### src/logic/asp_pkg.sv
// Package of constants for the converter serial pin interface
package asp_pkg;
    localparam int CMD_BITS = 8;
    localparam int CNT_W = 3;
    localparam logic [CNT_W-1:0] BIT_CNT_RST = 3'h0;
    localparam logic [CNT_W-1:0] BIT_CNT_LAST = 3'h7;
    localparam int DATA_W = 8;
    localparam int FIFO_DEPTH = 4;
    localparam int CLK_MODE_HI = 5;
    localparam int CLK_MODE_LO = 4;
    localparam logic [7:0] SETUP_RST = 8'h20;
    localparam logic [7:0] SETUP_TAG_MASK = 8'hc0;
    localparam logic [7:0] SETUP_TAG = 8'h40;
    localparam logic [1:0] SETUP_REF_HI = 2'h3;
    localparam int REFSEL_HI = 3;
    localparam int REFSEL_LO = 2;
    typedef enum logic [1:0] {
        ASP_CK_CONV_INT = 2'b00,
        ASP_CK_CONV_ONE = 2'b01,
        ASP_CK_SERIAL = 2'b10,
        ASP_CK_EXT = 2'b11
    } asp_ckmode_e;
endpackage : asp_pkg

### src/logic/asp_fifo.sv
// Small flip-flop FIFO with valid/ready on both sides
`timescale 1ns/100ps
module asp_fifo #(
    parameter int WIDTH = 8,
    parameter int DEPTH = 4
) (
    input wire logic clk_i,
    input wire logic sys_rst_i,
    input wire logic [WIDTH-1:0] in_data_i,
    input wire logic in_valid_i,
    output logic in_ready_o,
    output logic [WIDTH-1:0] out_data_o,
    output logic out_valid_o,
    input wire logic out_ready_i
);
    localparam int AW = $clog2(DEPTH);
    logic [WIDTH-1:0] mem_r [DEPTH];
    logic [AW-1:0] wr_ptr_r;
    logic [AW-1:0] rd_ptr_r;
    logic [AW:0] count_r;
    wire push = in_valid_i && in_ready_o;
    wire pop = out_valid_o && out_ready_i;
    wire [AW:0] count_nxt = count_r + (AW+1)'(push) - (AW+1)'(pop);
    // Valid sits in its own flop so the consumer sees a registered signal
    logic valid_r;
    assign in_ready_o = (count_r != (AW+1)'(DEPTH));
    assign out_valid_o = valid_r;
    assign out_data_o = mem_r[rd_ptr_r];

    always_ff @(posedge clk_i) begin
        if (push) begin
            mem_r[wr_ptr_r] <= in_data_i;
        end
    end

    always_ff @(posedge clk_i) begin
        if (sys_rst_i) begin
            wr_ptr_r <= '0;
            rd_ptr_r <= '0;
            count_r <= '0;
            valid_r <= 1'b0;
        end else begin
            if (push) begin
                wr_ptr_r <= (wr_ptr_r == AW'(DEPTH-1)) ? '0 : wr_ptr_r + 1'b1;
            end
            if (pop) begin
                rd_ptr_r <= (rd_ptr_r == AW'(DEPTH-1)) ? '0 : rd_ptr_r + 1'b1;
            end
            count_r <= count_nxt;
            valid_r <= (count_nxt != '0);
        end
    end
endmodule : asp_fifo

### src/logic/asp_serial_if.sv
// Device-side serial pin interface of a multichannel converter
`timescale 1ns/100ps
module asp_serial_if
    import asp_pkg::*;
(
    input wire logic clk_i,
    input wire logic sys_rst_i,
    input wire logic cs_n_i,
    input wire logic sclk_i,
    input wire logic din_i,
    output logic dout_o,
    output logic dout_oe_n_o,
    input wire logic convert_request_n_i,
    output logic eoc_n_o,
    output logic [DATA_W-1:0] cmd_data_o,
    output logic cmd_valid_o,
    input wire logic cmd_ready_i,
    input wire logic [DATA_W-1:0] tx_data_i,
    input wire logic conv_done_i,
    output logic conv_start_o,
    output logic [1:0] clock_mode_select_o,
    output logic start_pin_is_analog_o,
    output logic ref_neg_is_analog_o,
    output logic overrun_o
);
    // Synchronisers for all pins: three stages for select, clock and request, two for data
    logic [2:0] cs_sync_r;
    logic [2:0] sclk_sync_r;
    logic [1:0] din_sync_r;
    logic [2:0] cnv_sync_r;
    always_ff @(posedge clk_i) begin
        if (sys_rst_i) begin
            cs_sync_r <= 3'h7;
            sclk_sync_r <= 3'h0;
            din_sync_r <= 2'h0;
            cnv_sync_r <= 3'h7;
        end else begin
            cs_sync_r <= {cs_sync_r[1:0], cs_n_i};
            sclk_sync_r <= {sclk_sync_r[1:0], sclk_i};
            din_sync_r <= {din_sync_r[0], din_i};
            cnv_sync_r <= {cnv_sync_r[1:0], convert_request_n_i};
        end
    end

    // Only stages 1 and 2 feed logic; stage 0 is the metastable catcher
    wire cs_n_s = cs_sync_r[1];
    wire cs_fall = cs_sync_r[2] && !cs_sync_r[1];
    wire sclk_rise = !sclk_sync_r[2] && sclk_sync_r[1];
    wire sclk_fall = sclk_sync_r[2] && !sclk_sync_r[1];
    wire din_s = din_sync_r[1];
    wire cnv_fall = cnv_sync_r[2] && !cnv_sync_r[1];
    wire sample_en = !cs_n_s && sclk_rise;
    wire shift_en = !cs_n_s && sclk_fall;

    logic [CNT_W-1:0] bit_cnt_r;
    logic [DATA_W-1:0] shreg_r;
    logic [DATA_W-1:0] txsh_r;
    logic first_byte_r;
    logic [7:0] setup_r;
    logic [DATA_W-1:0] cmd_data_r;
    logic cmd_valid_r;
    logic overrun_r;
    logic dout_r;
    logic dout_oe_n_r;
    logic eoc_n_r;
    logic conv_start_r;
    // Pin-use flags live in their own flops so the outputs are registered
    logic start_ana_r;
    logic ref_ana_r;

    wire byte_done = sample_en && (bit_cnt_r == BIT_CNT_LAST);
    wire [DATA_W-1:0] rx_byte = {shreg_r[DATA_W-2:0], din_s};
    wire is_setup = (rx_byte & SETUP_TAG_MASK) == SETUP_TAG;
    wire [1:0] mode_w = setup_r[CLK_MODE_HI:CLK_MODE_LO];
    wire mode_ext = (mode_w == 2'(ASP_CK_EXT));
    wire start_pin_active = (mode_w == 2'(ASP_CK_CONV_INT)) ||
        (mode_w == 2'(ASP_CK_CONV_ONE));
    wire byte_stalled = cmd_valid_r && !cmd_ready_i;

    // Receive shifter, MSB first; counter restarts whenever select is high
    always_ff @(posedge clk_i) begin
        if (sys_rst_i || cs_n_s) begin
            bit_cnt_r <= BIT_CNT_RST;
            shreg_r <= '0;
        end else if (sample_en) begin
            bit_cnt_r <= bit_cnt_r + 1'b1;
            shreg_r <= rx_byte;
        end
    end

    // Command byte and setup capture
    always_ff @(posedge clk_i) begin
        if (sys_rst_i) begin
            first_byte_r <= 1'b1;
            setup_r <= SETUP_RST;
            start_ana_r <= SETUP_RST[CLK_MODE_HI];
            ref_ana_r <= (SETUP_RST[REFSEL_HI:REFSEL_LO] != SETUP_REF_HI);
            cmd_data_r <= '0;
            cmd_valid_r <= 1'b0;
            overrun_r <= 1'b0;
        end else begin
            if (cs_n_s) begin
                first_byte_r <= 1'b1;
            end else if (byte_done) begin
                first_byte_r <= 1'b0;
            end
            if (byte_done && first_byte_r && is_setup) begin
                setup_r <= rx_byte;
                // Start pin is a request only in modes 00 and 01, i.e. mode bit 1 low
                start_ana_r <= rx_byte[CLK_MODE_HI];
                ref_ana_r <= (rx_byte[REFSEL_HI:REFSEL_LO] != SETUP_REF_HI);
            end
            if (byte_done && !byte_stalled) begin
                cmd_data_r <= rx_byte;
                cmd_valid_r <= 1'b1;
            end else if (cmd_ready_i) begin
                cmd_valid_r <= 1'b0;
            end
            // Back-pressure cannot stop the host clock, so a dropped byte is flagged
            overrun_r <= byte_done && byte_stalled;
        end
    end

    // Transmit shifter: loads at select fall, shifts on falling clock edges
    always_ff @(posedge clk_i) begin
        if (sys_rst_i) begin
            txsh_r <= '0;
            dout_r <= 1'b0;
            dout_oe_n_r <= 1'b1;
        end else begin
            dout_oe_n_r <= cs_n_s;
            if (cs_fall) begin
                txsh_r <= tx_data_i;
                dout_r <= tx_data_i[DATA_W-1];
            end else if (shift_en) begin
                txsh_r <= {txsh_r[DATA_W-2:0], 1'b0};
                dout_r <= txsh_r[DATA_W-2];
            end
        end
    end

    // End of conversion and start requests
    always_ff @(posedge clk_i) begin
        if (sys_rst_i) begin
            eoc_n_r <= 1'b1;
            conv_start_r <= 1'b0;
        end else begin
            conv_start_r <= start_pin_active && cnv_fall;
            if (mode_ext) begin
                eoc_n_r <= 1'b1;
            end else if (conv_done_i) begin
                eoc_n_r <= 1'b0;
            end else if (cs_fall || (start_pin_active && cnv_fall)) begin
                eoc_n_r <= 1'b1;
            end
        end
    end

    assign dout_o = dout_r;
    assign dout_oe_n_o = dout_oe_n_r;
    assign eoc_n_o = eoc_n_r;
    assign cmd_data_o = cmd_data_r;
    assign cmd_valid_o = cmd_valid_r;
    assign conv_start_o = conv_start_r;
    assign clock_mode_select_o = setup_r[CLK_MODE_HI:CLK_MODE_LO];
    assign start_pin_is_analog_o = start_ana_r;
    assign ref_neg_is_analog_o = ref_ana_r;
    assign overrun_o = overrun_r;
endmodule : asp_serial_if

### src/logic/asp_top.sv
// Top level: serial pin interface feeding the command FIFO
`timescale 1ns/100ps
module asp_top
    import asp_pkg::*;
(
    input wire logic clk_i,
    input wire logic sys_rst_i,
    input wire logic cs_n_i,
    input wire logic sclk_i,
    input wire logic din_i,
    output logic dout_o,
    output logic dout_oe_n_o,
    input wire logic convert_request_n_i,
    output logic eoc_n_o,
    input wire logic [DATA_W-1:0] tx_data_i,
    input wire logic conv_done_i,
    output logic conv_start_o,
    output logic [1:0] clock_mode_select_o,
    output logic start_pin_is_analog_o,
    output logic ref_neg_is_analog_o,
    output logic overrun_o,
    output logic [DATA_W-1:0] cmd_data_o,
    output logic cmd_valid_o,
    input wire logic cmd_ready_i
);
    logic [DATA_W-1:0] if_data;
    logic if_valid;
    logic if_ready;
    asp_serial_if u_if (
        .clk_i(clk_i), .sys_rst_i(sys_rst_i), .cs_n_i(cs_n_i), .sclk_i(sclk_i),
        .din_i(din_i), .dout_o(dout_o), .dout_oe_n_o(dout_oe_n_o),
        .convert_request_n_i(convert_request_n_i), .eoc_n_o(eoc_n_o),
        .cmd_data_o(if_data), .cmd_valid_o(if_valid), .cmd_ready_i(if_ready),
        .tx_data_i(tx_data_i), .conv_done_i(conv_done_i), .conv_start_o(conv_start_o),
        .clock_mode_select_o(clock_mode_select_o),
        .start_pin_is_analog_o(start_pin_is_analog_o),
        .ref_neg_is_analog_o(ref_neg_is_analog_o), .overrun_o(overrun_o)
    );
    asp_fifo #(.WIDTH(DATA_W), .DEPTH(FIFO_DEPTH)) u_fifo (
        .clk_i(clk_i), .sys_rst_i(sys_rst_i),
        .in_data_i(if_data), .in_valid_i(if_valid), .in_ready_o(if_ready),
        .out_data_o(cmd_data_o), .out_valid_o(cmd_valid_o), .out_ready_i(cmd_ready_i)
    );
endmodule : asp_top

### config.mk
export PLATFORM = sky130hd
export DESIGN_NAME = asp_top
export DESIGN_NICKNAME = d
export VERILOG_FILES = /design/src/logic/asp_pkg.sv /design/src/logic/asp_fifo.sv /design/src/logic/asp_serial_if.sv /design/src/logic/asp_top.sv
export SDC_FILE = /design/constraint.sdc
export NUM_CORES = 1
export LEC_CHECK = 0
export ABC_AREA = 1
export BUFFER_PORTS_ARGS = -buffer_cell sky130_fd_sc_hd__buf_2
export CORE_ASPECT_RATIO = 2
export CORE_MARGIN = 2
export CORE_UTILIZATION = 52
export DETAILED_ROUTE_END_ITERATION = 8
export PLACE_DENSITY = 0.78
export SETUP_SLACK_MARGIN = 0.4
export SYNTH_ARGS = -nofsm -noshare
export SYNTH_HDL_FRONTEND = slang
export SYNTH_SLANG_ARGS = --single-unit
### constraint.sdc
create_clock -name clk_i -period 1.7 [get_ports clk_i]
set_input_delay 0.17 -clock clk_i [delete_from_list [all_inputs] [get_ports clk_i]]
set_output_delay 0.17 -clock clk_i [all_outputs]
set_load 0.01 [all_outputs]
==> impl_metrics.toml <==
[outcome]
status = "finished with violations"
violations = "setup timing"

[synthesis]
yosysMostFrequentCell = "nor2_1"
ys_ff_latch = 87
syn_avg_cell_area_sq_um = 9.36
synth-seq-area-share = 0.602
synth_top_area_cell = "dfxtp_1"
syn_area_sq_um = 3430
synthTopCellsByCount = "nor2_1 (67), dfxtp_1 (55), nand2_1 (46)"
synth_flop_cell = "dfxtp_1"
ys_top_cells_by_area = "dfxtp_1 (32%), edfxtp_1 (28%), nor2_1 (7.3%), nand2_1 (5.0%), inv_1 (3.7%)"
yosys_warnings = 0
yosysTopAreaCellShare = 0.321
synth_cells = 366
synth_edf_count = 32
netlist-cell-type-count = 30
async_flop_share = 0
syn_nets = 392

[setup_path]
cp.required_ns = 1.93
crit_chain = "nand2_2, inv_2, ha_4, inv_2, ha_4, fa_2, inv_2, nand2_2, o21ai_1, inv_1"
cp_slowest_cell = "fa_2"
crit_type = "reg -> reg"
critPathLaunch = "u_fifo.out_valid_o"
crit_path_max_fanout = 2
timing.rr.start = "u_fifo.out_valid_o"
critical_path_arrival_ns = 1.94
cp_common_cell = "inv_2"
critPathMaxStageDelay_ns = 0.41
cp-start-kind = "flop"
critPathCaptureType = "flop"

[sta]
worst_slack_ns = -0.0111
relSlewSlack = 0.698
maxSlewViolCount = 0
fmax_ghz = 0.584
finalCritPeriodShare = 1.01
setup_viol = 1
final.min_clock_period_ns = 1.71
tightest_slew_ns = 0.452
rsz0062_at_grt = "yes"
fin_skew_ns = 0.00434
hold_viol_final = 0
fin_hold_ws_ns = 0.0114

[floorplanning]
std_cell_rows = 41
dieArea_sq_um = 7290
core_sq_um = 6360
die_w_microns = 61.4
die_height_microns = 119
start_util = 0.539
boundaryPins = 34

[placed_design]
dp.cells = 485
placed_area_sq_um = 3750
hpwl_microns = 4380
io_buffer_count = 33
gp_congestion = 0.764

[grt]
overflow = 0
grt_pass1_vias = 2482
grt_start_max_net_pins = 22
track_usage = 0.203
grt_pass1_wl_microns = 10800
antenna_found_initial = 0

[power_and_ir_drop]
p_leak_uw = 0.00170
powerDensity_nw_per_um2 = 1160
p_total_uw = 5130
ir_drop_v = 0.00103

[clock_network]
cts.clk_slew.worst_paths_ns = 0.06
ctsLongestPathBuffers = 2
h-tree-depth = 3
cts_tree = "yes"
clock_sinks = 87
cts_buffers = 9
cts_hold_buf = 0
clkLatencyLatePin_ns = 0.34
cts_root_buffer = "clkbuf_16"

[detailed_routing]
vias_per_cell = 5.03
dr.first_iter.drc_count = 44
first_pass_iters = 4
vias = 2621
routed_wl_microns = 6760
routedWlPerCell_microns = 13.0
ant_nets = 0
drc_errors = 0

[run]
maxCapViolations = 0

[cells_and_area]
drive_above_1_share = 0.340
final_cell_count_no_fill = 521
areaGrowthSynthToFinish_pct = 29.0
diodes = 0
fin_area_sq_um = 4420
num-nets-final = 456
utilization = 0.695

[hold_path]
hold_start = "convert_request_n_i"
hold_path.class = "in -> reg"
==> cell families (layout without fill, tap and decap cells) <==
logic type | after synthesis | after routing | synth area share
compound gates | 64 | 64 | 0.0982
fa+ha+maj | 10 | 10 | 0.0387
buf+inv | 55 | 124 | 0.0701
flops | 87 | 87 | 0.602
simple gates | 150 | 150 | 0.191
==> worst max-delay path: cells and delay by family (launching register included) <==
| kind | cells | cell delay [ns] |
|---|---|---|
| buffers and inverters | 4 | 0.23 |
| adders and majority gates | 3 | 0.81 |
| AOI/OAI and AO/OA | 1 | 0.12 |
| and+or+nand+nor | 2 | 0.11 |
| DFF | 1 | 0.32 |
==> final cells by class <==
class                   count  area [sq um]
multi-input cells         224          1310
flip-flops and latches     87          2080
repair inverters            1          8.76
clock buffers              10           239
clock inverters             6          68.8
well taps                  86           108
inverters                  42           173
fillers                   501          1940
repair buffers             65           433
==> sequential cells by signal (all words and copies together), names as in the netlist, 2 cells and up, named ones only <==
name / cells
u_fifo.count_r: 3
u_fifo.mem_r: 32
u_fifo.rd_ptr_r: 2
u_fifo.wr_ptr_r: 2
u_if.bit_cnt_r: 3
u_if.cmd_data_o: 8
u_if.cnv_sync_r: 3
u_if.cs_sync_r: 2
u_if.din_sync_r: 2
u_if.sclk_sync_r: 3
u_if.shreg_r: 7
u_if.txsh_r: 7
==> power breakdown <==
| group | internal (uW) | switching, uW |
|---|---|---|
| combinational | 381 | 444 |
| clock | 1180 | 784 |
| sequential | 2230 | 100 |
| total | 3800 | 1330 |
==> through the flow <==
| stage | worst slack [ns] | setup TNS, ns |
|---|---|---|
| 2_1_floorplan | 0.0430 | 0 |
| 3_3_place_gp | 0.00289 | 0 |
| 3_5_place_dp | 0.00481 | 0 |
| 4_1_cts | 0.0352 | 0 |
| 5_1_grt | -0.0636 | -0.0636 |
| 6_report | -0.0111 | -0.0111 |
==> routing by layer <==
| metal | routed length (microns) | track usage |
|---|---|---|
| met5 | 0 | 0 |
| met4 | 183 | 0.0944 |
| met3 | 230 | 0.0635 |
| met2 | 3940 | 0.375 |
| met1 | 2410 | 0.183 |
==> final timing paths <==
check,to,slack [ns],cells after the start
worst max register to register,u_fifo.out_valid_o,-0.01,10
worst max-delay path,u_fifo.out_valid_o,-0.01,10
worst min register to register,u_if.din_sync_r[1],0.40,2
worst min-delay path,u_if.cnv_sync_r[0],0.01,2
==> placed cells by master, fill, tap and decap left out, types with 11 or more instances in the layout <==
cell type / n
nor2_1: 64
dfxtp_1: 47
nand2_1: 40
buf_2: 34
edfxtp_1: 32
inv_1: 28
buf_4: 23
a21oi_1: 20
nand3_1: 20
o21ai_1: 11
==> repair_timing <==
action                                  CTS  global route
cloned                                    2             1
setup buffers                            10             7
pin swaps                                18            17
gates resized for setup                  39            31
endpoints found under the setup margin   22            53
No activity file was read; power rests on OpenSTA's default activity.
